### src/design/gate_relay_defs.svh
`ifndef GATE_RELAY_DEFS_SVH
`define GATE_RELAY_DEFS_SVH

// function codes held per relay
`define FN_MOTOR_RUNNING    6'h10
`define FN_DC_POWER_ALERT   6'h19
`define FN_EXIT_PULSE       6'h1a
`define FN_NOT_OPEN_AC      6'h1b
`define FN_FLASHER_AC       6'h1c
`define FN_INERT_FIRST      6'h1d
`define FN_INERT_LAST       6'h28
`define FN_TEST_OPEN_PULSE  6'h29
`define FN_BREAKAWAY        6'h2a
`define FN_WARN_BEFORE      6'h2b
`define FN_PARTIAL_PULSE    6'h2c
`define FN_OUTSIDE_LOOP     6'h2d

// field widths
`define FUNC_CODE_W         6

// timing, times in milliseconds, counts in clock cycles
`define CLK_HZ              100000000
`define PULSE_MS            250
`define TEST_DELAY_MS       5000
`define FLASH_HALF_MS       500
`define PULSE_CYC           ((`CLK_HZ / 1000) * `PULSE_MS)
`define TEST_DELAY_CYC      ((`CLK_HZ / 1000) * `TEST_DELAY_MS)
`define FLASH_HALF_CYC      ((`CLK_HZ / 1000) * `FLASH_HALF_MS)

`endif

### src/design/gate_relay_pkg.sv
`include "gate_relay_defs.svh"

package gate_relay_pkg;

    typedef logic [`FUNC_CODE_W-1:0] func_code_t;

    // gate status inputs, all active high
    typedef struct packed {
        logic ac_present;
        logic batt_above_21v;
        logic open_limit;
        logic close_limit;
        logic partial_limit_reached;
        logic partial_open_cmd;
        logic partial_open_input;
        logic free_exit_trip;
        logic breakaway_trip;
        logic motor_running;
        logic gate_moving;
        logic outside_obstruction_loop_trip;
        logic outside_arming_loop_trip;
        logic warn_before_active;
    } gate_status_t;

    // cycle test delay sequencer
    typedef enum logic [2:0] {
        TEST_IDLE = 3'h1,
        TEST_WAIT = 3'h2,
        TEST_HELD = 3'h4
    } test_state_t;

endpackage : gate_relay_pkg

### src/design/relay_pulse_timer.sv
`include "gate_relay_defs.svh"

module relay_pulse_timer #(
    parameter int unsigned LEN = `PULSE_CYC
) (
    input  wire logic clk,
    input  wire logic arst_n,
    input  wire logic ce,
    input  wire logic trig,
    output logic      active
);

    logic [31:0] remain;

    // a new trigger restarts the full length
    always_ff @(posedge clk or negedge arst_n) begin
        if (!arst_n) begin
            active <= 1'b0;
            remain <= 32'h0;
        end else if (ce) begin
            if (trig) begin
                active <= 1'b1;
                remain <= 32'(LEN - 1);
            end else if (active) begin
                if (remain == 32'h0) begin
                    active <= 1'b0;
                end else begin
                    remain <= remain - 32'h1;
                end
            end
        end
    end

    pulse_start_a : assert property (
        @(posedge clk) disable iff (!arst_n)
        (ce && trig) |=> (active && remain == 32'(LEN - 1)))
        else $error("pulse did not start with full length");

    pulse_end_a : assert property (
        @(posedge clk) disable iff (!arst_n)
        (ce && active && !trig && remain == 32'h0) |=> !active)
        else $error("pulse did not end when count ran out");

endmodule : relay_pulse_timer

### src/design/gate_relay_function_select.sv
`include "gate_relay_defs.svh"

// Operation
// code 25 drives relay while AC present or battery above 21V.
// code 25 suits relay 2 to shed loads while on battery.
// code 26 gives one 250ms pulse per free exit loop trip.
// code 27 drives relay while off open limit with AC present.
// code 28 flashes 500ms halves while off open limit with AC.
// codes 29 to 40 never activate the relay.
// code 41 pulses five seconds after close limit becomes active.
// code 42 follows the arm break-away switch trip.
// code 43 is warn-before or motor-running output, either active.
// code 44 pulses 250ms on partial open limit events.
// code 45 drives relay while outside loop tripped and gate closed.
// motor-running meaning is motor running and gate moving.
// flasher toggles every 500ms except while on open limit.
// test pulse lasts 250ms; unknown codes drive relay inactive.
module gate_relay_function_select #(
    parameter int          NUM_RELAYS        = 2,
    parameter int unsigned PULSE_CYCLES      = `PULSE_CYC,
    parameter int unsigned TEST_DELAY_CYCLES = `TEST_DELAY_CYC,
    parameter int unsigned FLASH_HALF_CYCLES = `FLASH_HALF_CYC
) (
    input  wire logic                                     clk,
    input  wire logic                                     arst_n,
    input  wire logic                                     ce,
    input  wire gate_relay_pkg::gate_status_t             status,
    input  wire gate_relay_pkg::func_code_t [NUM_RELAYS-1:0] relay_func,
    output logic [NUM_RELAYS-1:0]                         relay_out
);

    gate_relay_pkg::gate_status_t prev;
    gate_relay_pkg::test_state_t  test_state;
    logic [31:0]                  test_cnt;
    logic                         test_fire;
    logic [31:0]                  flash_cnt;
    logic                         flash_phase;
    logic                         exit_rise;
    logic                         partial_trig;
    logic                         exit_pulse;
    logic                         test_pulse;
    logic                         partial_pulse;
    logic                         motor_run_fn;
    logic [NUM_RELAYS-1:0]        next_relay_out;

    // previous inputs for edge detection, only advanced with ce
    always_ff @(posedge clk or negedge arst_n) begin
        if (!arst_n) begin
            prev <= '0;
        end else if (ce) begin
            prev <= status;
        end
    end

    // edge events feeding the pulse timers
    assign exit_rise    = status.free_exit_trip & ~prev.free_exit_trip;
    assign partial_trig = (status.partial_open_cmd & status.partial_limit_reached
                           & ~prev.partial_limit_reached)
                        | (status.partial_open_input & ~prev.partial_open_input
                           & status.partial_limit_reached);
    assign motor_run_fn = status.motor_running & status.gate_moving;

    // flasher; phase forced low on open limit so each run starts dark
    always_ff @(posedge clk or negedge arst_n) begin
        if (!arst_n) begin
            flash_cnt   <= 32'h0;
            flash_phase <= 1'b0;
        end else if (ce) begin
            if (status.open_limit) begin
                flash_cnt   <= 32'h0;
                flash_phase <= 1'b0;
            end else if (flash_cnt == 32'(FLASH_HALF_CYCLES - 1)) begin
                flash_cnt   <= 32'h0;
                flash_phase <= ~flash_phase;
            end else begin
                flash_cnt   <= flash_cnt + 32'h1;
            end
        end
    end

    // cycle test sequencer: one shot per close limit arrival
    always_ff @(posedge clk or negedge arst_n) begin
        if (!arst_n) begin
            test_state <= gate_relay_pkg::TEST_IDLE;
            test_cnt   <= 32'h0;
            test_fire  <= 1'b0;
        end else if (ce) begin
            test_fire <= 1'b0;
            case (test_state)
                gate_relay_pkg::TEST_IDLE: begin
                    test_cnt <= 32'h0;
                    if (status.close_limit && !prev.close_limit) begin
                        test_state <= gate_relay_pkg::TEST_WAIT;
                    end
                end
                gate_relay_pkg::TEST_WAIT: begin
                    // leaving the close limit early cancels the shot
                    if (!status.close_limit) begin
                        test_state <= gate_relay_pkg::TEST_IDLE;
                    end else if (test_cnt == 32'(TEST_DELAY_CYCLES - 1)) begin
                        test_fire  <= 1'b1;
                        test_state <= gate_relay_pkg::TEST_HELD;
                    end else begin
                        test_cnt <= test_cnt + 32'h1;
                    end
                end
                gate_relay_pkg::TEST_HELD: begin
                    if (!status.close_limit) begin
                        test_state <= gate_relay_pkg::TEST_IDLE;
                    end
                end
                default: begin
                    test_state <= gate_relay_pkg::TEST_IDLE;
                end
            endcase
        end
    end

    // shared pulse timers, one per pulsed function
    relay_pulse_timer #(
        .LEN    (PULSE_CYCLES)
    ) u_exit_pulse (
        .clk    (clk),
        .arst_n (arst_n),
        .ce     (ce),
        .trig   (exit_rise),
        .active (exit_pulse)
    );

    relay_pulse_timer #(
        .LEN    (PULSE_CYCLES)
    ) u_test_pulse (
        .clk    (clk),
        .arst_n (arst_n),
        .ce     (ce),
        .trig   (test_fire),
        .active (test_pulse)
    );

    relay_pulse_timer #(
        .LEN    (PULSE_CYCLES)
    ) u_partial_pulse (
        .clk    (clk),
        .arst_n (arst_n),
        .ce     (ce),
        .trig   (partial_trig),
        .active (partial_pulse)
    );

    // relay drive registered as one vector so each bit has a single driver
    always_ff @(posedge clk or negedge arst_n) begin
        if (!arst_n) begin
            relay_out <= '0;
        end else if (ce) begin
            relay_out <= next_relay_out;
        end
    end

    // per relay function decode, registered so relays never glitch
    for (genvar i = 0; i < NUM_RELAYS; i++) begin : g_relay
        logic next_relay;

        always_comb begin
            case (relay_func[i])
                `FN_DC_POWER_ALERT:
                    next_relay = status.ac_present | status.batt_above_21v;
                `FN_EXIT_PULSE:
                    next_relay = exit_pulse;
                `FN_NOT_OPEN_AC:
                    next_relay = ~status.open_limit & status.ac_present;
                `FN_FLASHER_AC:
                    next_relay = flash_phase & ~status.open_limit
                               & status.ac_present;
                `FN_TEST_OPEN_PULSE:
                    next_relay = test_pulse;
                `FN_BREAKAWAY:
                    next_relay = status.breakaway_trip;
                `FN_WARN_BEFORE:
                    next_relay = status.warn_before_active | motor_run_fn;
                `FN_PARTIAL_PULSE:
                    next_relay = partial_pulse;
                `FN_OUTSIDE_LOOP:
                    next_relay = (status.outside_obstruction_loop_trip
                                | status.outside_arming_loop_trip)
                               & status.close_limit;
                default:
                    next_relay = 1'b0;
            endcase
        end

        assign next_relay_out[i] = next_relay;

        dc_alert_a : assert property (
            @(posedge clk) disable iff (!arst_n)
            (ce && relay_func[i] == `FN_DC_POWER_ALERT)
            |=> relay_out[i] == ($past(status.ac_present) | $past(status.batt_above_21v)))
            else $error("dc power alert relay wrong");

        inert_codes_a : assert property (
            @(posedge clk) disable iff (!arst_n)
            (ce && relay_func[i] >= `FN_INERT_FIRST && relay_func[i] <= `FN_INERT_LAST)
            |=> !relay_out[i])
            else $error("inert code activated relay");

        not_open_a : assert property (
            @(posedge clk) disable iff (!arst_n)
            (ce && relay_func[i] == `FN_NOT_OPEN_AC)
            |=> relay_out[i] == (!$past(status.open_limit) && $past(status.ac_present)))
            else $error("not open relay wrong");

        flasher_gate_a : assert property (
            @(posedge clk) disable iff (!arst_n)
            (ce && relay_func[i] == `FN_FLASHER_AC
             && (status.open_limit || !status.ac_present))
            |=> !relay_out[i])
            else $error("flasher relay on while gated off");

        warn_before_a : assert property (
            @(posedge clk) disable iff (!arst_n)
            (ce && relay_func[i] == `FN_WARN_BEFORE && status.motor_running
             && status.gate_moving)
            |=> relay_out[i])
            else $error("warn before relay missed motor running");

        outside_loop_a : assert property (
            @(posedge clk) disable iff (!arst_n)
            (ce && relay_func[i] == `FN_OUTSIDE_LOOP && !status.close_limit)
            |=> !relay_out[i])
            else $error("outside loop relay on while gate not closed");

        exit_pulse_a : assert property (
            @(posedge clk) disable iff (!arst_n)
            (ce && relay_func[i] == `FN_EXIT_PULSE && exit_rise)
            ##1 (ce && relay_func[i] == `FN_EXIT_PULSE) |=> relay_out[i])
            else $error("exit pulse did not reach relay");
    end

    test_fire_a : assert property (
        @(posedge clk) disable iff (!arst_n)
        (ce && test_state == gate_relay_pkg::TEST_WAIT && status.close_limit
         && test_cnt == 32'(TEST_DELAY_CYCLES - 1))
        |=> test_fire && test_state == gate_relay_pkg::TEST_HELD)
        else $error("test pulse not fired at delay end");

    flash_hold_a : assert property (
        @(posedge clk) disable iff (!arst_n)
        (ce && status.open_limit) |=> (!flash_phase && flash_cnt == 32'h0))
        else $error("flasher running on open limit");

endmodule : gate_relay_function_select

### config.mk
export PLATFORM = sky130hd
export DESIGN_NAME = gate_relay_function_select
export DESIGN_NICKNAME = d
export VERILOG_FILES = /design/src/design/gate_relay_pkg.sv /design/src/design/relay_pulse_timer.sv /design/src/design/gate_relay_function_select.sv
export VERILOG_INCLUDE_DIRS = /design/src /design/src/design
export SDC_FILE = /design/constraint.sdc
export NUM_CORES = 1
export LEC_CHECK = 0
export ABC_AREA = 1
export BUFFER_PORTS_ARGS = -buffer_cell sky130_fd_sc_hd__buf_2
export CAP_MARGIN = 25
export CORE_MARGIN = 2
export CORE_UTILIZATION = 55
export DETAILED_ROUTE_END_ITERATION = 8
export GPL_TIMING_DRIVEN = 0
export PLACE_DENSITY = 0.7
export SETUP_SLACK_MARGIN = 0.05
export SYNTH_ARGS = -nofsm -noshare
export SYNTH_HDL_FRONTEND = slang
export SYNTH_SLANG_ARGS = --single-unit
### constraint.sdc
create_clock -name clk -period 4.1 [get_ports clk]
set_input_delay 0.82 -clock clk [delete_from_list [all_inputs] [get_ports clk]]
set_output_delay 0.82 -clock clk [all_outputs]
set_load 0.1 [all_outputs]
; ---- After elaboration in Yosys (flattened, before gate mapping)
; Index checks and enable logic that the tools add are counted.
[classes]
reduce_logical = 16
n_mux = 35
bitwise = 19
n_addsub = 5
n_eq_ne = 31
[ops]
columns = cell, n
row1 = 32-bit 2-to-1 mux, 13
row2 = 32-bit zero test, 3
row3 = "32-bit by 1-bit subtractor with 32-bit output, second input constant", 3
row4 = "32-bit by 1-bit adder with 32-bit output, second input constant", 2
row5 = 32-bit case mux with 2 select lines, 1
row6 = "6-bit == test, second input constant", 10
row7 = "6-bit by 5-bit == test with 1-bit output, second input constant", 8
row8 = "32-bit by 26-bit == test with 1-bit output, second input constant", 1
row9 = "32-bit by 29-bit == test with 1-bit output, second input constant", 1
row10 = 1-bit case mux with 9 select lines, 2
row11 = 1-bit 2-to-1 mux, 14
row12 = "2-bit != test, second input constant", 7
row13 = 3-bit 2-to-1 mux, 4
row14 = 1-bit AND, 10
row15 = 2-bit nonzero test, 5
row16 = 3-bit case mux with 3 select lines, 1
row17 = 3-bit AND reduction, 3
row18 = 4-bit AND reduction, 2
row19 = 1-bit inverter, 5
row20 = 1-bit bitwise OR, 4
row21 = "3-bit by 1-bit == test with 1-bit output, second input constant", 1
row22 = "3-bit by 2-bit == test with 1-bit output, second input constant", 1
row23 = "3-bit == test, second input constant", 1
row24 = "3-bit != test, second input constant", 1
row25 = other kinds (3), 3
[totals]
register_bits = 174
inputBits = 29
word_cells = 122
output_inout_bits = 2

; ---- Logic depth before layout (Yosys ltp)
; Gate-level depths: netlist (run 1).
[depth]
depth_word = 6
mapped_depth = 12
depth_no_buf = 11

; ---- Cells and area by module
; From an unflattened synthesis (run 1), not the netlist that was laid out.
[unflattened]
cells_unflattened = 1920
area_unflattened_um2 = 12145.4
[modules_own_cells]
columns = mod, area_each_um2, instances, cells_per_inst, seq_area_each_um2
row1 = relay_pulse_timer, 2270.9, 3, 350, 825.8
row2 = gate_relay_function_select, 5332.6, 1, 870, 1878.1

; ---- Worst setup path before layout (run 1)
; OpenSTA, ideal clock, no wires.
[synth_path]
path_kind = input to register
start = input ce
end = register flash_cnt[24]
slack_ns = 2.249
t_arrival_ns = 1.734
path_buffers = 1
setup_time_ns = 0.117
required_time_ns = 3.983
stages = 8
cell_sequence = buf_2 inv_1 nor2_1 nand3_1 nor2_2 nand3_1 nor2_1 nor2_1
[synth_rtl]
columns = element, line
row1 = start: declaration, gate_relay_function_select.sv:26  ; input wire logic ce,
row2 = end signal: assignment, gate_relay_function_select.sv:76  ; flash_cnt <= flash_cnt + 32'h1;
row3 = end: declaration, gate_relay_function_select.sv:36  ; logic [31:0] flash_cnt;

; ---- Worst setup path in the final report (run 1)
[layout_path]
start = register test_cnt[0]
end = register test_cnt[21]
[layout_between]
elab_chain_len = 4
elab_cells_between_ends = 7
cone_classes = add/sub: 1 / eq/ne: 2 / mux: 3 / reduce/logical: 1
[layout_lines]
columns = element, line
row1 = start: declaration, gate_relay_function_select.sv:34  ; logic [31:0] test_cnt;
row2 = start signal: assignment, gate_relay_function_select.sv:104  ; test_cnt <= test_cnt + 32'h1;
row3 = 32-bit by 1-bit adder with 32-bit output, gate_relay_function_select.sv:104
row4 = 32-bit 2-to-1 mux, gate_relay_function_select.sv:100  ; end else if (test_cnt == 32'(TEST_DELAY_CYCLES - 1)) begin
row5 = 32-bit 2-to-1 mux, gate_relay_function_select.sv:98  ; if (!status.close_limit) begin
row6 = 32-bit case mux with 2 select lines, gate_relay_function_select.sv:89  ; case (test_state)
; Several ways; a longest one is shown, not always the timed one. The select of a mux whose other input is x is not followed.
; A chain may end at the register's enable or synchronous reset.

==> results of run 1 <==
-- power by group through the flow --
| stage | sequential [mW] | combinational [mW] | clock [mW] |
|---|---|---|---|
| after floorplan | 2.35 | 1.93 | 0 |
| after global placement | 2.45 | 2.44 | 0 |
| after detailed placement | 2.45 | 2.48 | 0 |
| after CTS | 2.43 | 2.50 | 1.76 |
| after global routing | 2.49 | 2.90 | 1.83 |
| final | 2.43 | 2.52 | 1.73 |
-- through the flow --
step,cell area [um2],setup slack (ns)
after floorplan,12000,2.25
after global placement,12500,-0.657
after detailed placement,12500,1.68
after CTS,13100,1.84
after global routing,13100,1.72
final,13100,1.87
-- state kept, by name, summed over array words and instances, names as in the netlist --
name	flops
relay_out	2
u_test_pulse.active	1
test_cnt	32
u_partial_pulse.active	1
u_test_pulse.remain	32
test_fire	1
u_exit_pulse.remain	32
flash_cnt	32
test_state	3
prev	4
u_partial_pulse.remain	32
u_exit_pulse.active	1
flash_phase	1
-- worst paths after layout --
kind | startpoint | to | slack (ns) | depth (start not counted)
setup / recovery | test_cnt[0]$_DFFE_PN0P_ | test_cnt[21]$_DFFE_PN0P_ | 1.87 | 11
hold / removal | arst_n | u_partial_pulse.remain[31]$_DFFE_PN0P_ | 0.37 | 1
setup reg to reg | test_cnt[0]$_DFFE_PN0P_ | test_cnt[21]$_DFFE_PN0P_ | 1.87 | 11
hold reg to reg | relay_out[1]$_DFFE_PN0P_ | relay_out[1]$_DFFE_PN0P_ | 0.49 | 2
max in group asynchronous | arst_n | test_state[0]$_DFFE_PN1P_ | 2.83 | 2
min in group clk | relay_out[1]$_DFFE_PN0P_ | relay_out[1]$_DFFE_PN0P_ | 0.49 | 2
-- layer usage --
metal | vias to the layer above | part of all wire (%)
met4 | 0 | 2.0
met5 | - | 0
met3 | 49 | 5.2
met1 | 5562 | 47
li1 | 6127 | -
met2 | 324 | 45
-- cell type report --
type                    count  area (um2)
flip-flops and latches    174        4360
inverters                 167         627
multi-input cells        1532        6750
clock buffers              18         429
fillers                  2093        8110
well taps                 275         344
plain buffers              43         239
repair buffers             30         183
clock inverters            14         183
-- worst max-delay path: cells and delay by family (launching register included) --
family	cells	cell delay, ns
simple gates	8	0.69
fa+ha+maj	1	0.30
buf+inv	1	0.31
compound gates	1	0.42
flops	1	0.46
-- layout by cell type, fill, tap and decap left out, types with 25 or more instances in the layout --
master and instances:
sky130_fd_sc_hd__nor2_1 383, sky130_fd_sc_hd__nand4_1 46, sky130_fd_sc_hd__nor3_1 25, sky130_fd_sc_hd__inv_1 164, sky130_fd_sc_hd__nand3_1 148, sky130_fd_sc_hd__xor2_1 37
sky130_fd_sc_hd__buf_2 45, sky130_fd_sc_hd__o21ai_0 76, sky130_fd_sc_hd__nand2_1 711, sky130_fd_sc_hd__dfrtp_1 173
-- kinds of logic (layout without fill, tap and decap cells) --
kind of cell	after synthesis	after routing	synth area share, %
simple gates	1350	1350	46.4
buf+inv	210	272	7.23
flops	174	174	36.4
compound gates	124	124	5.61
xor+xnor	53	53	3.88
fa+ha+maj	5	5	0.522
==> out/results.txt, run 1 <==
For this design the top-level I/O count stands at 31. For the pin with the worst max-slew slack, the measured transition is 0.690 ns. The number of placement rows was 53. Power comes to 6.68 mW. Synthesis produced 1916 cells.

Post-CTS repair changed the size of 0 cells. The fraction of final layout cells sized beyond drive strength 1 is 6.07%. Power per unit of standard cell area: 509 nW/um2. The final max-slew violation count was 0; the number of sinks driven by the clock tree was 174. The logs give 23000 um2 for the full die area and 54.0% for the headroom to the max-slew limit. The via count of the first global-routing pass was 11000. For this run, the total global-route usage over all layers was measured as 29.2%. The clock passes through at most 2 buffers. The initial antenna violation count is 0, and the number of clock buffers inserted by TritonCTS is 17. Type of the tightest min-delay check: in2async. The run gives 0 ns as the total negative slack for setup checks. For this run, global-route usage on met2 was measured as 47.1%. The critical path goes through ha_1, nand2_2, nor2_4, nand2_2, nor2_2, nand2_2, nand2_4, a21oi_2, buf_2, nand2_1, nand2_1. For this run, design rule violations remaining after detail routing come to 0. The layer flagged by global routing as most heavily used is met2.

Sequential cells burn 36.4% of the power. Leaving out filler cells and counting taps, the final layout contains 2253. For this run, the number of Yosys warnings is 0. On the worst path, the slowest cell contributes a delay of 0.46 ns.

The path type of the worst setup path was reg2reg. The tool flagged a number of max-cap violations equal to 0. For the total wirelength of the detailed-routed design, the log shows 32000 um. The CTS root buffer was sky130_fd_sc_hd__clkbuf_16. Counting tap cells, the placed design contains a total of 2221 instances. The clock slew at the register clock pins of the worst setup and hold paths was 0.07 ns.

The count of flip-flops with a built-in enable after synthesis works out to 0. After layout, the minimum clock period comes to 2.23 ns. In this run the number of H-tree levels came out at 4. For the fraction of the core area covered by cells at the end of the flow, the log shows 61.8%.

The average size of a mapped cell was 6.25 um2; the number of detailed-route iterations in the first pass was 5. Summed over all cells, the static leakage comes to 6.29 nW. The internal power is 3.83 mW. Detailed routing inserted a total of 12100 vias.

At the later pin of the worst-skew pair, clock insertion delay measures 0.44 ns. The half-perimeter wire length of the detailed placement result was 23800 um. The flow ran to the end, and the final reports show no timing, DRC or antenna violations. Port buffering added 29 buffers. The analysis attributes to net switching a power of 2.85 mW.

The count of distinct cell types in the synthesized netlist was 37; the starting DRC count in detailed routing was 843. Setup violations remaining at the end of the flow were counted as 0. The number of nets handed over by synthesis was 1950. The tools report the post-synthesis sequential area ratio as 36.4%. The tools report the combinational power share as 37.7%.

The clock skew was 0.0119 ns; the final hold violation count was 0. The minimum hold slack is 0.372 ns. Final estimated routing congestion in global placement: 0.916. For this configuration, the core starts out at a cell density of 56.4%.

The core region is 21200 um2. Derived from the worst setup path, the maximum achievable clock frequency is 448 MHz. TritonCTS built the clock tree. Summed over all layers, the global routing overflow is 0. The horizontal extent of the die works out to 152 um. In the final routed layout, each cell accounts on average for 14.2 um.

In the global route stage, met1 resource usage came out at 40.8%. By area the synthesized netlist is led by sky130_fd_sc_hd__dfrtp_1 36%, sky130_fd_sc_hd__nand2_1 22%, sky130_fd_sc_hd__nor2_1 12%, sky130_fd_sc_hd__nand3_1 6.2%, sky130_fd_sc_hd__inv_1 5.1%. For this run, asynchronously set or reset flops after synthesis account for 100%. Relative to the synthesized area, the layout overhead comes to 9.51%. Post-CTS timing repair inserted 0 buffers for setup.

The largest area contributor in the netlist was sky130_fd_sc_hd__dfrtp_1. For the worst setup path, the data required time is 4.48 ns. Synthesis inferred 174 register bits.

The tools report the critical path data arrival time as 2.61 ns. The portion of the clock cycle consumed by the worst path in the final layout is 54.4%, and the met3 routing resource usage after global routing is 4.49%. STA classifies the critical path startpoint as a flop. Largest fanout of any net on the critical path: 10. The wire length of the first global-routing pass was 53400 um.

Hold repair after CTS inserted 0 buffers. The leading cell type by number of instances after synthesis is sky130_fd_sc_hd__nand2_1. Net switching fraction of the power: 42.6%. The number of nets at the end of the flow is 1999. The tools report the worst ir drop on vdd as 0.360 mV.

Counting instances in the post-synthesis netlist gives the leading cell types as 711 x sky130_fd_sc_hd__nand2_1, 383 x sky130_fd_sc_hd__nor2_1, 173 x sky130_fd_sc_hd__dfrtp_1, 164 x sky130_fd_sc_hd__inv_1, 148 x sky130_fd_sc_hd__nand3_1. Using the TritonRoute via totals, the vias-per-cell ratio works out to 5.35. Setup repair after global routing left no endpoint under its margin. The main flop type after synthesis was sky130_fd_sc_hd__dfrtp_1. The tools report the maximum number of pins on one net before global-route repair as 94. 0 antenna diodes ended up in the layout. Among all stages on the critical path, the largest delay is contributed by sky130_fd_sc_hd__dfrtp_1. Of the post-synthesis cell area, the dominant cell type holds 36.2%.

The part of the total power dissipated in the clock network was 25.9%. The worst setup path is captured at a flop. The tools report the count of antenna-violating nets left after detailed routing as 0. In this design, the critical path's most frequently occurring cell is sky130_fd_sc_hd__nand2_2. The cell area that synthesis handed to floorplanning was 12000 um2.

The die is 152 um tall.
(Power assumes the default switching activity.)
==> run 2, diff against run 1 <==
ABC_AREA = 0   (was 1)
PLACE_DENSITY = 0.73   (was 0.7)
clock period = 1.85 ns   (was 4.1 ns; I/O delays follow)
==> run 2 against run 1 <==
The run now ends with setup timing left. Non-clock buffer count rose by 201. Hold slack got worse by 0.15 ns. Via count fell by 5.2%. First-iteration DRC count rose by 69%.
==> out/results.txt, run 2 <==
The flow ran to the end, but the final reports show violations. The final reports fail on setup timing. The logs give 0 for the final max-slew violation count and 0 for the leftover overflow at the end of global routing. The worst pin sits at a relative slew slack of 46.7%.

For the area occupied by multi-input gates, the log shows 7210 um2. Along the worst path, the maximum fanout reaches 6. After detailed routing, the number of remaining DRC violations is 0. For this run, the top clock speed supported by timing is 391 MHz.

The run gives 1155 as the number of cells produced by synthesis. The final critical-path required period was 2.56 ns. The tools report the global-route usage over all layers as 33.1%. Setup violations remaining at the end of the flow were counted as 150. For the number of detailed-route iterations in the first pass, the log shows 6. Slew of the pin with the lowest slew margin: 0.796 ns. The CTS root buffer was sky130_fd_sc_hd__clkbuf_16. The run gives 0 as the count of antenna-violating nets left after detailed routing. The run gives -0.71 ns as the worst setup slack for register-to-register paths. The run gives 52600 um as the wire length of the first global-routing pass. Grouping stages by cell kind, the critical path spends the most delay in simple AND/OR/NAND/NOR gates.

The tools report the Yosys warning count as 0. Entering global routing, the biggest net connects 102 pins. Summing internal, switching and leakage power gives 9.84 mW.

For this run, the slowest stage of the critical path takes 0.60 ns. Type of the tightest min-delay check: in2reg. STA classifies the critical path endpoint as a flop. The area growth from synthesis to layout is 47.5%, and the share of flip-flops with an asynchronous set or reset is 100%. Summed over its instances, the top area cell type makes up 42.6% of the synthesized netlist area. The path type of the worst setup path was reg2reg. The critical path contains buffers and inverters numbering 0 combined. The tools report the number of sinks driven by the clock tree as 174.

Summing all flip-flop and latch instances after layout gives 4370 um2. For the worst setup path, the data required time is 2.18 ns. The die height was 140 um. In this design, the critical path's most frequently occurring cell is sky130_fd_sc_hd__or4_4. In this run, synthesis produced a sequential element count of 174.

TritonCTS created 17 clock buffers. Average size of a mapped cell: 8.80 um2. The detailed router placed 11400 vias in this run. For the H-tree level count, the log shows 4.

The logs give 56.4% for the initial core utilization and 2 for the worst-case clock buffer depth. Total negative slack for setup checks: -55.55 ns. Worst ir drop on vdd: 0.756 mV. The clock skew was 0.0118 ns. The run gives 49 as the number of placement rows.

The final estimated routing congestion in global placement is 0.877, and the number of nets at the end of the flow is 1423. Worst path setup slack after routing: -0.706 ns. Number of fillers in the final layout: 900. The run gives 18200 um as the half-perimeter wire length of the detailed placement result. The final hold violation count was 0. The library cells used most frequently in the layout, excluding fill and tap cells, are 159 x sky130_fd_sc_hd__dfrtp_1, 131 x sky130_fd_sc_hd__buf_4, 71 x sky130_fd_sc_hd__nor2_1. Of the available clock period, the critical path in the final layout requires 138%.

Traced cell by cell, the critical path runs through or4_4, or4_4, a311o_4, or4_4, mux2i_1. The synthesized netlist contains 72 unique library cells. The die covers 19600 um2.

Largest area contributor in the netlist: sky130_fd_sc_hd__dfrtp_1. The placed instances occupy a cell area of 11100 um2. The post-synthesis net count was 1189; the initial antenna violation count was 2. TritonCTS built the clock tree. Sorting the synthesized cells by how often they occur yields 173 x sky130_fd_sc_hd__dfrtp_1, 96 x sky130_fd_sc_hd__nor2_1, 78 x sky130_fd_sc_hd__nand2_1, 58 x sky130_fd_sc_hd__nand3_1, 58 x sky130_fd_sc_hd__o21ai_0. The core outline area is 18000 um2, and the insertion delay of the later-clocked pin in the worst-skew pair is 0.45 ns. 31 I/O pins were placed.

After routing the design area is 15000 um2. The most common cell after layout, fill and taps aside was sky130_fd_sc_hd__dfrtp_1. In the final routed layout, each cell accounts on average for 23.4 um. In the routed layout, each cell is associated on average with a via count of 7.00.

The tools report the total wirelength of the detailed-routed design as 38300 um. The count of flip-flops with a built-in enable after synthesis is 0. The number of port buffers is 28, and the via count of the first global-routing pass is 10300. For this run, the leading register cell type out of synthesis is sky130_fd_sc_hd__dfrtp_1. The library cell contributing the largest single delay on the critical path is sky130_fd_sc_hd__or4_4. The detailed router finished its first iteration with 1427 violations.

Clock slew at the register clock pins of the worst setup and hold paths: 0.07 ns. Setup repair after global routing could not meet its margin everywhere. The post-synthesis cell area was 10200 um2. STA classifies the critical path startpoint as a flop. The die is 140 um wide. Power per unit of standard cell area: 656 nW/um2. The fraction of final layout cells sized beyond drive strength 1 is 41.6%, and the max-capacitance violation count is 0. The analysis attributes to cell leakage a power of 5.98 nW.

The critical path data arrival time is 2.88 ns. In the post-synthesis netlist, the biggest area contributors are sky130_fd_sc_hd__dfrtp_1 43%, sky130_fd_sc_hd__nor2_1 3.5%, sky130_fd_sc_hd__or4_1 3.5%, sky130_fd_sc_hd__nand2_1 2.9%, sky130_fd_sc_hd__o31ai_1 2.9%. Sequential cells were found to cover 42.8% of the synthesized design area.

By instance count, the leading cell after synthesis is sky130_fd_sc_hd__dfrtp_1.
run 2: cell types whose count changed after synthesis, moves of 39 or more:
cell	change
sky130_fd_sc_hd__a21oi_1	+52
sky130_fd_sc_hd__inv_1	-134
sky130_fd_sc_hd__nand2_1	-633
sky130_fd_sc_hd__nand3_1	-90
sky130_fd_sc_hd__nor2_1	-287
sky130_fd_sc_hd__nor4_1	+39
sky130_fd_sc_hd__o31ai_1	+39
sky130_fd_sc_hd__or3_1	+44
sky130_fd_sc_hd__or4_1	+48
run 2: per-stage QoR:
stage / hold slack [ns] / instances / util (%) / worst slack, ns
finish: 0.220 / 1633 / 83.2 / -0.706
global placement: 0.479 / 1412 / 61.6 / -2.50
detailed placement: 0.380 / 1413 / 61.8 / -0.951
global route: 0.227 / 1633 / 83.2 / -0.717
floorplan: 0.0744 / 1155 / - / -0.532
CTS: 0.210 / 1578 / 75.0 / -0.613
run 2: layer usage:
layer	vias up	part of all wire, %	GRT usage, %
li1	4913	-	-
met1	5540	38	45.5
met2	767	46	51.7
met3	218	10	7.49
met4	0	5.4	12.5
met5	-	0	0
run 2: area by class of cell:
| type | instances | share of cell area [%] |
|---|---|---|
| clock inverters | 15 | 1.23 |
| clock buffers | 17 | 2.84 |
| plain buffers | 52 | 2.80 |
| well taps | 229 | 1.91 |
| inverters | 30 | 0.767 |
| flip-flops and latches | 174 | 29.1 |
| repair buffers | 222 | 13.2 |
| diodes | 2 | 0.0334 |
| multi-input cells | 892 | 48.1 |
run 2: worst paths after layout:
kind	startpoint	endpoint	cells after the start
worst max-delay path	u_test_pulse.remain[10]$_DFFE_PN0P_	u_test_pulse.remain[21]$_DFFE_PN0P_	5
worst min-delay path	status[11]	flash_cnt[6]$_DFFE_PN0P_	2
worst max register to register	u_test_pulse.remain[10]$_DFFE_PN0P_	u_test_pulse.remain[21]$_DFFE_PN0P_	5
worst min register to register	prev[6]$_DFFE_PN0P_	prev[6]$_DFFE_PN0P_	1
max in group asynchronous	arst_n	flash_cnt[16]$_DFFE_PN0P_	3
min in group asynchronous	arst_n	u_test_pulse.remain[13]$_DFFE_PN0P_	2
run 2: worst register-to-register path, delay by kind of cell, from the launching register on:
family | cells | cell delay [ns]
AOI/OAI and AO/OA | 1 | 0.38
and+or+nand+nor | 3 | 1.50
muxes | 1 | 0.14
DFF | 1 | 0.42
run 2: kinds of logic (layout without fill, tap and decap cells):
family	count (synthesis)	in the layout	share of synthesized area, %
fa+ha+maj	5	5	0.615
compound gates	274	274	17.7
buf+inv	90	336	3.48
xor+xnor	32	32	2.76
simple gates	565	566	31.1
flops	174	174	42.8
mux	15	15	1.51
other cells	0	2	0
run 2: power by group:
group / switching, mW / internal (mW)
clock network: 1.71 / 2.15
registers: 0.248 / 3.98
logic: 0.975 / 0.768
total: 2.94 / 6.90
run 2: repair_timing:
item	CTS	global route
hold buffers	1	0
gates resized for setup	181	224
endpoints found under the setup margin	167	164
gates cloned	10	4
buffers inserted	126	61
pin swaps	95	100
hold endpoints to repair	73	0
